--- src/common/flash_ctrl_pkg.sv ---
package flash_ctrl_pkg;

  localparam logic [3:0]  addr_control     = 4'h0;
  localparam logic [3:0]  addr_key         = 4'h1;
  localparam logic [3:0]  addr_target      = 4'h2;
  localparam logic [3:0]  addr_protect     = 4'h3;

  localparam int          trigger_bit      = 15;
  localparam int          write_permit_bit = 14;
  localparam int          op_fail_bit      = 13;
  localparam int          lv_fail_bit      = 12;
  localparam int          lv_live_bit      = 11;
  localparam int          op_sel_lsb       = 0;
  localparam int          op_sel_width     = 4;

  localparam logic [3:0]  op_none_a        = 4'h0;
  localparam logic [3:0]  op_word_program  = 4'h1;
  localparam logic [3:0]  op_none_b        = 4'h2;
  localparam logic [3:0]  op_row_program   = 4'h3;
  localparam logic [3:0]  op_page_erase    = 4'h4;
  localparam logic [3:0]  op_array_erase   = 4'h5;
  localparam logic [3:0]  op_none_c        = 4'h6;

  localparam logic [31:0] key_first        = 32'haa99_6655;
  localparam logic [31:0] key_second       = 32'h5566_99aa;
  localparam logic [31:0] control_reset    = 32'h0000_0000;
  localparam logic [31:0] target_reset     = 32'h0000_0000;
  localparam logic [31:0] protect_reset    = 32'h0000_0000;

  localparam int          key_window_cycles = 8;
  localparam int          read_wait_cycles  = 1;
  localparam int          array_pages       = 32;
  localparam int          page_shift        = 10;

  typedef enum logic [1:0] {key_idle, key_half, key_armed} key_state_type;
  typedef enum logic [1:0] {seq_idle, seq_start, seq_wait} seq_state_type;

  typedef struct packed
  {
    logic [3:0]  address;
    logic        read;
    logic        write;
    logic [31:0] writedata;
  } bus_req_type;

  typedef struct packed
  {
    logic [3:0]  op;
    logic [31:0] target;
    logic        start;
  } array_cmd_type;

endpackage : flash_ctrl_pkg

--- src/logic/flash_program_erase_control.sv ---
`timescale 1ns/1ps
// Function
// - The trigger bit is set only while write permit is 1 and the unlock keys were just written.
// - Setting the trigger starts the selected operation and hardware clears it at completion.
// - Only the write permit and trigger bits return to their reset values on device reset.
// - Write permit enables trigger writes and the low voltage detector; 0 disables both.
// - The operation failure flag is set when a sequence fails and is read only.
// - The low voltage failure flag is set when low supply is seen while programming.
// - The low voltage live bit follows the active low voltage event while enabled.
// - The operation select field is writable only while write permit is 0.
// - Code 0101 erases the whole array only if no page is write protected.
// - Code 0100 erases the addressed page unless it is write protected.
// - Code 0011 programs the addressed row unless it is write protected.
// - Code 0001 programs the addressed word unless it is write protected.
// - Codes 0010 and 0110 do nothing; 0111 to 1111 are reserved.
// - Triggering code 0000 clears the failure and low voltage flags.
// - Bits 31 to 16 and 10 to 4 of the control register read 0 and ignore writes.
module flash_program_erase_control #(
  parameter int pages = flash_ctrl_pkg::array_pages
) (
  // Clock and reset
  input  wire logic        ref_clk,
  input  wire logic        rst,
  input  wire logic        por,
  // Avalon-MM slave
  input  wire logic [3:0]  avs_address,
  input  wire logic        avs_read,
  input  wire logic        avs_write,
  input  wire logic [31:0] avs_writedata,
  output logic [31:0]      avs_readdata,
  output logic             avs_waitrequest,
  // Flash array
  output logic [3:0]       array_op,
  output logic [31:0]      array_target,
  output logic             array_start,
  input  wire logic        array_done,
  input  wire logic        array_error,
  // Supply monitor pin
  input  wire logic        low_supply_pin,
  output logic             detector_enable
);

  typedef struct packed
  {
    flash_ctrl_pkg::seq_state_type seq;
    logic                          trigger;
    logic                          permit;
    logic                          op_fail;
    logic                          lv_fail;
    logic [3:0]                    op_sel;
    logic [31:0]                   target;
    logic [31:0]                   protect;
    logic                          lv_seen;
    logic                          rd_valid;
    logic [31:0]                   rdata;
    logic                          start;
  } ctrl_regs_type;

  ctrl_regs_type r_q;
  ctrl_regs_type r_d;

  flash_ctrl_pkg::bus_req_type req;
  logic                        armed;
  logic                        lv_live;
  logic                        key_wr;
  logic                        ctrl_wr;
  logic                        other_wr;
  logic                        consume;
  logic                        busy;
  logic                        blocked;
  logic                        any_rst;
  logic                        target_wr;
  logic                        protect_wr;
  logic                        lv_hit;
  logic [31:0]                 ctrl_view;

  // True when the bus writes the register at word index a in this cycle.
  function automatic logic write_to(input flash_ctrl_pkg::bus_req_type r, input logic [3:0] a);
    write_to = r.write && (r.address == a);
  endfunction : write_to

  // Pages beyond the array are never protected.
  function automatic logic page_protected(input logic [31:0] prot, input logic [31:0] addr);
    logic [31:0] idx;
    idx = addr >> flash_ctrl_pkg::page_shift;
    page_protected = (idx < 32'(pages)) ? prot[idx[4:0]] : 1'b0;
  endfunction : page_protected

  assign req.address   = avs_address;
  assign req.read      = avs_read;
  assign req.write     = avs_write;
  assign req.writedata = avs_writedata;

  // Either reset clears the key sequencer and the synchroniser, so power-up never starts armed.
  assign any_rst    = rst | por;
  assign busy       = r_q.seq != flash_ctrl_pkg::seq_idle;
  assign key_wr     = write_to(req, flash_ctrl_pkg::addr_key);
  assign ctrl_wr    = write_to(req, flash_ctrl_pkg::addr_control);
  assign target_wr  = write_to(req, flash_ctrl_pkg::addr_target);
  assign protect_wr = write_to(req, flash_ctrl_pkg::addr_protect);
  assign other_wr   = req.write && !key_wr;
  // A low supply seen at any time during the operation fails it.
  assign lv_hit     = r_q.lv_seen || lv_live;
  // The trigger may rise only with permit set, keys armed and no operation running.
  assign consume  = ctrl_wr && req.writedata[flash_ctrl_pkg::trigger_bit] && r_q.permit
                    && armed && !busy;

  unlock_keys #(
    .window(flash_ctrl_pkg::key_window_cycles)
  ) keys (
    .ref_clk    (ref_clk),
    .rst        (any_rst),
    .key_write  (key_wr),
    .key_data   (req.writedata),
    .other_write(other_wr),
    .consume    (consume),
    .armed      (armed)
  );

  // The detector runs only while write permit is set.
  low_voltage_sync low_voltage_detector (
    .ref_clk       (ref_clk),
    .rst           (any_rst),
    .enable        (r_q.permit),
    .low_supply_pin(low_supply_pin),
    .low_live      (lv_live)
  );

  always_comb
  begin
    // Unimplemented bit positions stay zero because the view starts from zero.
    ctrl_view = 32'h0000_0000;
    ctrl_view[flash_ctrl_pkg::trigger_bit]      = r_q.trigger;
    ctrl_view[flash_ctrl_pkg::write_permit_bit] = r_q.permit;
    ctrl_view[flash_ctrl_pkg::op_fail_bit]      = r_q.op_fail;
    ctrl_view[flash_ctrl_pkg::lv_fail_bit]      = r_q.lv_fail;
    ctrl_view[flash_ctrl_pkg::lv_live_bit]      = lv_live;
    ctrl_view[3:0]                              = r_q.op_sel;
  end

  // Protection check for the chosen operation.
  always_comb
  begin
    case (r_q.op_sel)
      flash_ctrl_pkg::op_array_erase:  blocked = r_q.protect != 32'h0000_0000;
      flash_ctrl_pkg::op_page_erase:   blocked = page_protected(r_q.protect, r_q.target);
      flash_ctrl_pkg::op_row_program:  blocked = page_protected(r_q.protect, r_q.target);
      flash_ctrl_pkg::op_word_program: blocked = page_protected(r_q.protect, r_q.target);
      default:                         blocked = 1'b0;
    endcase
  end

  always_comb
  begin
    r_d       = r_q;
    r_d.start = 1'b0;
    r_d.rd_valid = 1'b0;
    // A read loads its data at the first edge and is answered at the second.
    if (req.read && !r_q.rd_valid)
    begin
      r_d.rd_valid = 1'b1;
      case (req.address)
        flash_ctrl_pkg::addr_control: r_d.rdata = ctrl_view;
        flash_ctrl_pkg::addr_target:  r_d.rdata = r_q.target;
        flash_ctrl_pkg::addr_protect: r_d.rdata = r_q.protect;
        default:                      r_d.rdata = 32'h0000_0000;
      endcase
    end
    if (ctrl_wr)
    begin
      r_d.permit = req.writedata[flash_ctrl_pkg::write_permit_bit];
      if (!r_q.permit && !busy)
      begin
        r_d.op_sel = req.writedata[3:0];
      end
    end
    if (target_wr && !busy)
    begin
      r_d.target = req.writedata;
    end
    // Bit n of the protect register guards page n of the array.
    if (protect_wr)
    begin
      r_d.protect = req.writedata;
    end
    if (busy && lv_live)
    begin
      r_d.lv_seen = 1'b1;
    end
    // Sequencer: idle, one cycle to check protection, then wait for the array.
    case (r_q.seq)
      flash_ctrl_pkg::seq_idle:
      begin
        if (consume)
        begin
          r_d.trigger = 1'b1;
          // A new operation forgets any low supply seen before it.
          r_d.lv_seen = 1'b0;
          r_d.seq     = flash_ctrl_pkg::seq_start;
        end
      end
      flash_ctrl_pkg::seq_start:
      begin
        case (r_q.op_sel)
          flash_ctrl_pkg::op_word_program, flash_ctrl_pkg::op_row_program,
          flash_ctrl_pkg::op_page_erase, flash_ctrl_pkg::op_array_erase:
          begin
            // A protected target fails at once and never reaches the array.
            if (blocked)
            begin
              r_d.op_fail = 1'b1;
              r_d.trigger = 1'b0;
              r_d.seq     = flash_ctrl_pkg::seq_idle;
            end
            else
            begin
              r_d.start = 1'b1;
              r_d.seq   = flash_ctrl_pkg::seq_wait;
            end
          end
          flash_ctrl_pkg::op_none_a:
          begin
            r_d.op_fail = 1'b0;
            r_d.lv_fail = 1'b0;
            r_d.trigger = 1'b0;
            r_d.seq     = flash_ctrl_pkg::seq_idle;
          end
          default:
          begin
            r_d.trigger = 1'b0;
            r_d.seq     = flash_ctrl_pkg::seq_idle;
          end
        endcase
      end
      flash_ctrl_pkg::seq_wait:
      begin
        // In the wait state the trigger clears only when the array reports completion.
        if (array_done)
        begin
          r_d.trigger = 1'b0;
          r_d.seq     = flash_ctrl_pkg::seq_idle;
          if (array_error || lv_hit)
          begin
            r_d.op_fail = 1'b1;
          end
          if (lv_hit)
          begin
            r_d.lv_fail = 1'b1;
          end
        end
      end
      default:
      begin
        r_d.seq = flash_ctrl_pkg::seq_idle;
      end
    endcase
  end

  always_ff @(posedge ref_clk)
  begin
    // Power-on reset clears every register.
    if (por)
    begin
      r_q.seq      <= flash_ctrl_pkg::seq_idle;
      r_q.trigger  <= 1'b0;
      r_q.permit   <= 1'b0;
      r_q.op_fail  <= 1'b0;
      r_q.lv_fail  <= 1'b0;
      r_q.op_sel   <= 4'h0;
      r_q.target   <= flash_ctrl_pkg::target_reset;
      r_q.protect  <= flash_ctrl_pkg::protect_reset;
      r_q.lv_seen  <= 1'b0;
      r_q.rd_valid <= 1'b0;
      r_q.rdata    <= 32'h0000_0000;
      r_q.start    <= 1'b0;
    end
    else if (rst)
    begin
      // Device reset touches only the permit and trigger bits, the sequencing state and the read handshake.
      r_q          <= r_d;
      r_q.permit   <= 1'b0;
      r_q.seq      <= flash_ctrl_pkg::seq_idle;
      r_q.trigger  <= 1'b0;
      r_q.start    <= 1'b0;
      r_q.rd_valid <= 1'b0;
    end
    else
    begin
      r_q <= r_d;
    end
  end

  // Writes never wait; a read waits one cycle for its registered data.
  assign avs_waitrequest = req.read && !r_q.rd_valid;
  assign avs_readdata    = r_q.rdata;
  assign array_op        = r_q.op_sel;
  assign array_target    = r_q.target;
  assign array_start     = r_q.start;
  assign detector_enable = r_q.permit;

endmodule : flash_program_erase_control

--- src/logic/unlock_keys.sv ---
`timescale 1ns/1ps
module unlock_keys #(
  parameter int window = flash_ctrl_pkg::key_window_cycles
) (
  // Clock and reset
  input  wire logic        ref_clk,
  input  wire logic        rst,
  // Key writes
  input  wire logic        key_write,
  input  wire logic [31:0] key_data,
  input  wire logic        other_write,
  input  wire logic        consume,
  // Result
  output logic             armed
);

  typedef struct packed
  {
    flash_ctrl_pkg::key_state_type state;
    logic [7:0]                    count;
  } key_regs_type;

  key_regs_type r_q;
  key_regs_type r_d;

  always_comb
  begin
    r_d = r_q;
    if (r_q.state != flash_ctrl_pkg::key_idle && r_q.count != 8'h00)
    begin
      r_d.count = r_q.count - 8'h01;
    end
    case (r_q.state)
      flash_ctrl_pkg::key_idle:
      begin
        if (key_write && key_data == flash_ctrl_pkg::key_first)
        begin
          r_d.state = flash_ctrl_pkg::key_half;
          r_d.count = 8'(window);
        end
      end
      flash_ctrl_pkg::key_half:
      begin
        // A wrong key, another write or a late key disarms the sequence.
        if (key_write && key_data == flash_ctrl_pkg::key_second && r_q.count != 8'h00)
        begin
          r_d.state = flash_ctrl_pkg::key_armed;
          r_d.count = 8'(window);
        end
        else if (key_write || other_write || r_q.count == 8'h00)
        begin
          r_d.state = flash_ctrl_pkg::key_idle;
        end
      end
      flash_ctrl_pkg::key_armed:
      begin
        if (consume || key_write || r_q.count == 8'h00)
        begin
          r_d.state = flash_ctrl_pkg::key_idle;
        end
      end
      default:
      begin
        r_d.state = flash_ctrl_pkg::key_idle;
      end
    endcase
  end

  always_ff @(posedge ref_clk)
  begin
    if (rst)
    begin
      r_q.state <= flash_ctrl_pkg::key_idle;
      r_q.count <= 8'h00;
    end
    else
    begin
      r_q <= r_d;
    end
  end

  assign armed = (r_q.state == flash_ctrl_pkg::key_armed) && (r_q.count != 8'h00);

endmodule : unlock_keys

--- src/logic/low_voltage_sync.sv ---
`timescale 1ns/1ps
module low_voltage_sync (
  // Clock and reset
  input  wire logic ref_clk,
  input  wire logic rst,
  // Detector
  input  wire logic enable,
  input  wire logic low_supply_pin,
  output logic      low_live
);

  typedef struct packed
  {
    logic meta;
    logic sync;
  } sync_regs_type;

  sync_regs_type r_q;
  sync_regs_type r_d;

  always_comb
  begin
    r_d.meta = low_supply_pin;
    r_d.sync = r_q.meta;
  end

  always_ff @(posedge ref_clk)
  begin
    if (rst)
    begin
      r_q <= '0;
    end
    else
    begin
      r_q <= r_d;
    end
  end

  // The detector output is gated off while it is disabled.
  assign low_live = enable & r_q.sync;

endmodule : low_voltage_sync

--- config.mk ---
export PLATFORM = sky130hd
export DESIGN_NAME = flash_program_erase_control
export DESIGN_NICKNAME = d
export VERILOG_FILES = /design/src/common/flash_ctrl_pkg.sv /design/src/logic/flash_program_erase_control.sv /design/src/logic/unlock_keys.sv /design/src/logic/low_voltage_sync.sv
export SDC_FILE = /design/constraint.sdc
export NUM_CORES = 1
export LEC_CHECK = 0
export ABC_AREA = 1
export BUFFER_PORTS_ARGS = -buffer_cell sky130_fd_sc_hd__buf_2
export CORE_ASPECT_RATIO = 1.5
export CORE_MARGIN = 2
export CORE_UTILIZATION = 45
export CTS_CLUSTER_SIZE = 28
export DETAILED_ROUTE_END_ITERATION = 12
export PLACE_DENSITY = 0.69
export REMOVE_ABC_BUFFERS = 1
export SLEW_MARGIN = 15
export SYNTH_ARGS = -nofsm -noshare
export SYNTH_HDL_FRONTEND = slang
export SYNTH_SLANG_ARGS = --single-unit
--- constraint.sdc ---
create_clock -name ref_clk -period 1.4 [get_ports ref_clk]
set_input_delay 0.28 -clock ref_clk [delete_from_list [all_inputs] [get_ports ref_clk]]
set_output_delay 0.28 -clock ref_clk [all_outputs]
set_load 0.02 [all_outputs]
==> flow_metrics.env, run 1 <==
export IMPL_syn_avg_cell_area_um2=7.27
export IMPL_clock_latency_ns=0.41
export IMPL_synth_edf_count=0
export IMPL_fin_skew_ns=0.00509
export IMPL_io_pins=115
export IMPL_synth_top_area_share_pct=39.0
export IMPL_violations="negative setup slack"
export IMPL_fin_crit_ns=1.54
export IMPL_synth_commonest_cells="123 x nand2_1, 121 x dfxtp_1, 109 x a21oi_1, 104 x inv_1, 68 x buf_4"
export IMPL_num_nets_final=1081
export IMPL_worstPathArrival_ns=1.84
export IMPL_wirelength_um=18500
export IMPL_setup_ws_ns=-0.139
export IMPL_slowest_delay_ns=0.30
export IMPL_antenna_found_initial=0
export IMPL_utilization_pct=61.8
export IMPL_first_pass_iters=5
export IMPL_worst_path_max_delay_cell="dfxtp_1"
export IMPL_dieArea_um2=14800
export IMPL_seq_area_um2=2430
export IMPL_syn_cell_area_um2=6210
export IMPL_synth_sequential_area_ratio_pct=39.0
export IMPL_drcViolationCount=0
export IMPL_synth_area_top_cells="dfxtp_1 39%, a21oi_1 8.8%, buf_4 8.2%"
export IMPL_cap_violations=0
export IMPL_root_buffer="clkbuf_16"
export IMPL_crit_type="flop to flop"
export IMPL_slew_limit_headroom_pct=73.8
export IMPL_synth_seq_cells=121
export IMPL_die_h_um=148
export IMPL_netlist_top_cell_by_area="dfxtp_1"
export IMPL_ys_warn_count=0
export IMPL_cts_tree="built"
export IMPL_start_kind="flop"
export IMPL_globalRouteOverflowTotal=0
export IMPL_fin_crit_sh_pct=110
export IMPL_rsz0062_at_grt="yes"
export IMPL_clkTransAtPathRegs_ns=0.06
export IMPL_core_area_um2=13500
export IMPL_setup_viol_count_final=13
export IMPL_drt_iter0_drc=386
export IMPL_ir_drop_uv=810
export IMPL_clkSinkCount=121
export IMPL_diodes=0
export IMPL_grt_usage_pct=25.1
export IMPL_cts_max_path_buffers=2
export IMPL_antenna_left=0
export IMPL_critical_path_top_delay_family="simple AND/OR/NAND/NOR gates"
export IMPL_maxClockFrequency_ghz=0.650
export IMPL_status="complete, but fails checks"
export IMPL_power_density_nw_per_um2=1070
export IMPL_postCtsHoldBufs=0
export IMPL_layout_drive_gt1_share_pct=34.7
export IMPL_crit_buf_inv=1
export IMPL_grt_pass1_vias=6115
export IMPL_synth_most_common_cell="nand2_1"
export IMPL_cts_buffers=17
export IMPL_rows=52
export IMPL_portBuffers=114
export IMPL_p_leak_nw=3.65
export IMPL_hold_viol=0
export IMPL_fillers=1209
export IMPL_chipWidth_um=99.9
export IMPL_path_cells="inv_1, nand4_1, nor3_1, nand2_1, nor2_2, nand3_4, nand2_4, nand3_1, nand2_1, nor2_1"
export IMPL_drv_slew=0
export IMPL_routabilityCongestion=0.896
export IMPL_crit_required_ns=1.70
export IMPL_viasPerCell=5.32
export IMPL_area_delta_synth_final_pct=33.9
export IMPL_crit_fanout=6
export IMPL_worstMarginPinSlew_ns=0.389
export IMPL_async_reset_ff_share_pct=0
export IMPL_multi_input_area_um2=2800
export IMPL_synth_main_ff_cell="dfxtp_1"
export IMPL_place_ws_ns=-0.283
export IMPL_syn_inst=854
export IMPL_dp_hpwl_um=13400
export IMPL_grt_max_degree=65
export IMPL_h_tree_depth=4
export IMPL_critPathCaptureType="flop"
export IMPL_grt_first_pass_wirelength_um=29200
export IMPL_wl_per_cell_um=15.4
export IMPL_num_vias=6411
export IMPL_yosysUniqueCellTypes=39
export IMPL_crit_path_frequent_cell="nand2_1"
export IMPL_worstHoldPathType="primary input to flop"
export IMPL_start_util_pct=46.1
area by class of cell:
| type | instances | share of cell area [%] |
|---|---|---|
| Sequential cell | 121 | 29.2 |
| Timing Repair Buffer | 265 | 22.0 |
| Tap cell | 162 | 2.44 |
| Inverter | 112 | 5.24 |
| Multi-Input combinational cell | 514 | 33.7 |
| Clock inverter | 7 | 1.35 |
| Clock buffer | 25 | 6.08 |
worst register-to-register path: cells and delay by family (launching register included):
family / cells / cell delay, ns
buffers and inverters: 1 / 0.08
flip-flops: 1 / 0.30
AND/OR/NAND/NOR: 9 / 1.05
power by group:
| group | switching [mW] | internal (mW) | leakage (nW) |
|---|---|---|---|
| combinational | 0.495 | 0.336 | 2.37 |
| sequential | 0.0219 | 3.49 | 0.981 |
| clock | 1.53 | 3.03 | 0.303 |
| total | 2.04 | 6.86 | 3.65 |
layout by cell type, fill, tap and decap left out, drive strengths merged:
master and n:
a211oi 1, a21oi 109, and3 1, buf 265
bufinv 3, clkbuf 25, clkinv 4, clkinvlp 1
dfxtp 121, ha 6, inv 111, nand2 126
nand3 52, nand3b 3, nand4 22, nor2 51
nor3 14, nor4 8, o211ai 1, o21a 1
o21ai 79, o221a 1, o221ai 4, o22ai 29
xor2 6
metal layers:
layer | GRT usage [%] | part of all wire (%)
met5 | 0 | 0
met4 | 13.2 | 4.9
met3 | 4.49 | 5.0
met2 | 44.9 | 52
met1 | 28.0 | 38
cell families after synthesis:
family / count (synthesis) / share of synthesized area (%)
compound gates: 225 / 19.4
xor+xnor: 6 / 0.846
fa+ha+maj: 6 / 1.21
buf+inv: 219 / 18.3
flops: 121 / 39.0
simple gates: 277 / 21.2
final timing paths:
kind                                                             start                                      to  slack, ns  cells after the start
worst max-delay path                     array_target[20]$_SDFFE_PP0P_              ctrl_view[13]$_SDFFE_PP0P_      -0.14                     10
worst min-delay path                                    low_supply_pin  low_voltage_detector.r_d[0]$_SDFF_PP0_       0.08                      3
worst max register to register           array_target[20]$_SDFFE_PP0P_              ctrl_view[13]$_SDFFE_PP0P_      -0.14                     10
worst min register to register  low_voltage_detector.r_d[0]$_SDFF_PP0_  low_voltage_detector.r_q[0]$_SDFF_PP0_       0.41                      2
metrics by stage:
step           setup TNS (ns)  instances  power, mW  hold WS [ns]  instance area, um^2
6_report               -0.856       1206       8.90        0.0815                 8320
5_1_grt                 -2.31       1206       9.16        0.0788                 8320
4_1_cts                -0.479       1200       8.92        0.0727                 8150
3_5_place_dp            -6.48       1166       4.38         0.403                 7440
3_3_place_gp            -5.17       1166       4.37         0.395                 7440
2_1_floorplan          -59.80        747       3.91         0.349                 5500
flip-flops by register name (all words and copies together), names as in the netlist, 3 cells and up:
register	flops
avs_readdata	32
keys.r_q	10
ctrl_view	3
array_target	32
r_q	36
array_op	4
what timing repair did:
item	in CTS	in global routing
setup buffers	2	6
gates cloned	0	0
gates resized for setup	29	33
pin swaps	17	20
setup endpoints to repair	30	44
No activity file was read; power rests on OpenSTA's default activity.
==> run 2: changes to the inputs <==
- CORE_UTILIZATION: 45 -> 25
- MAX_ROUTING_LAYER: unset -> met4
- PLACE_DENSITY: 0.69 -> unset
- TNS_END_PERCENT: unset -> 20
==> flow_metrics.env, run 2 (synthesis results as in run 1) <==
export IMPL_postCtsHoldBufs=0
export IMPL_h_tree_depth=4
export IMPL_finalSetupTns_ns=-0.619
export IMPL_final_cell_mix="155 x buf_4, 118 x nand2_1, 114 x dfxtp_1"
export IMPL_p_int_mw=6.93
export IMPL_rows=70
export IMPL_clkSinkCount=121
export IMPL_hold_viol=0
export IMPL_setup_viol_count_final=7
export IMPL_dieArea_um2=26100
export IMPL_crit_type="flop to flop"
export IMPL_start_kind="flop"
export IMPL_start_util_pct=25.4
export IMPL_clock_power_share_pct=52.4
export IMPL_io_pins=115
export IMPL_grt_max_degree=71
export IMPL_utilization_pct=35.5
export IMPL_layout_drive_gt1_share_pct=36.2
export IMPL_swShare_pct=24.5
export IMPL_rsz0062_at_grt="yes"
export IMPL_num_nets_final=1095
export IMPL_layout_commonest_cell="buf_4"
export IMPL_crit_required_ns=1.71
export IMPL_p_leak_nw=3.74
export IMPL_violations="negative setup slack"
export IMPL_crit_fanout=6
export IMPL_num_vias=6368
export IMPL_routabilityCongestion=0.906
export IMPL_seq_power_share_pct=38.3
export IMPL_maxClockFrequency_ghz=0.652
export IMPL_cts_buffers=17
export IMPL_first_pass_iters=7
export IMPL_drcViolationCount=0
export IMPL_portBuffers=114
export IMPL_grt_usage_pct=16.6
export IMPL_wl_per_cell_um=15.6
export IMPL_p_sw_mw=2.25
export IMPL_clock_latency_ns=0.42
export IMPL_status="complete, but fails checks"
export IMPL_cts_tree="built"
export IMPL_drt_iter0_drc=422
export IMPL_largest_register_ffs=36
export IMPL_fin_crit_sh_pct=109
export IMPL_grt_pass1_vias=6164
export IMPL_grt_first_pass_wirelength_um=32800
export IMPL_die_h_um=197
export IMPL_slew_limit_headroom_pct=75.7
export IMPL_holdWs_ns=0.0879
export IMPL_dp_hpwl_um=15800
export IMPL_globalRouteOverflowTotal=0
export IMPL_cap_violations=0
export IMPL_antenna_left=0
export IMPL_top_register="r_q"
export IMPL_chipWidth_um=133
export IMPL_ir_drop_uv=881
export IMPL_drv_slew=0
export IMPL_wirelength_um=21600
export IMPL_fin_crit_ns=1.53
export IMPL_fin_skew_ns=0.0112
export IMPL_worstHoldPathType="primary input to flop"
export IMPL_critPathCaptureType="flop"
export IMPL_antenna_found_initial=4
export IMPL_clkTransAtPathRegs_ns=0.06
export IMPL_worstPathArrival_ns=1.84
export IMPL_core_area_um2=24400
export IMPL_root_buffer="clkbuf_16"
export IMPL_place_ws_ns=-0.264
export IMPL_setup_ws_ns=-0.133
export IMPL_area_delta_synth_final_pct=39.8
export IMPL_worstMarginPinSlew_ns=0.362
export IMPL_viasPerCell=4.59
export IMPL_power_density_nw_per_um2=1060
export IMPL_pwr_share_comb_pct=9.3
export IMPL_cts_max_path_buffers=2
[run 2: layer usage]
layer	GRT usage, %	wire [um]	share of wire, %	vias to the layer above
met5	-	0	0	-
met1	17.6	8400	39	2997
met2	29.6	11400	53	172
met3	3.57	1060	4.9	40
met4	7.17	686	3.2	0
li1	-	-	-	3159
[run 2: final timing paths]
path                                                        startpoint                                     end  slack, ns  cells after the start
worst max-delay path                          array_op[2]$_SDFFE_PP0P_              ctrl_view[13]$_SDFFE_PP0P_      -0.13                     11
worst min-delay path                                    low_supply_pin  low_voltage_detector.r_d[0]$_SDFF_PP0_       0.09                      3
worst max register to register                array_op[2]$_SDFFE_PP0P_              ctrl_view[13]$_SDFFE_PP0P_      -0.13                     11
worst min register to register  low_voltage_detector.r_d[0]$_SDFF_PP0_  low_voltage_detector.r_q[0]$_SDFF_PP0_       0.41                      2
[run 2: cell type report]
class                           count  area (um^2)
Clock buffer                       19          453
Antenna cell                        4         10.0
Multi-Input combinational cell    514         2820
Inverter                          112          430
Sequential cell                   121         2430
Tap cell                          324          405
Fill cell                        2562        15800
Timing Repair Buffer              279         1940
Clock inverter                     13          190
[run 2: through the flow]
step / std cells / area (um^2) / power, mW
6_report: 1386 / 8680 / 9.18
5_1_grt: 1386 / 8680 / 9.45
4_1_cts: 1380 / 8570 / 9.20
3_5_place_dp: 1342 / 7740 / 4.41
3_3_place_gp: 1342 / 7740 / 4.41
2_1_floorplan: 747 / 5500 / 3.91
[run 2: worst max-delay path, cell delays in order, from the launching register on]
cell and delay, ns:
dfxtp_2 0.34, nor2_4 0.11, inv_2 0.05, o21ai_2 0.14, buf_6 0.13, nand4_1 0.10
nor2_2 0.13, nand3_2 0.13, nand2_4 0.13, nand3_2 0.06, nand2_1 0.05, nor2_1 0.04
[run 2: power by group through the flow]
stage | Combinational, mW | Clock, mW | Sequential [mW]
floorplan | 0.287 | 0 | 3.62
global placement | 0.820 | 0 | 3.59
detailed placement | 0.826 | 0 | 3.59
CTS | 0.848 | 4.84 | 3.51
global route | 0.925 | 5.01 | 3.52
finish | 0.853 | 4.81 | 3.52
[run 2: repair_timing]
item / in CTS / in global routing
setup buffers: 5 / 1
endpoints found under the setup margin: 55 / 50
pin swaps: 15 / 17
gates resized for setup: 35 / 35
cloned: 1 / 1
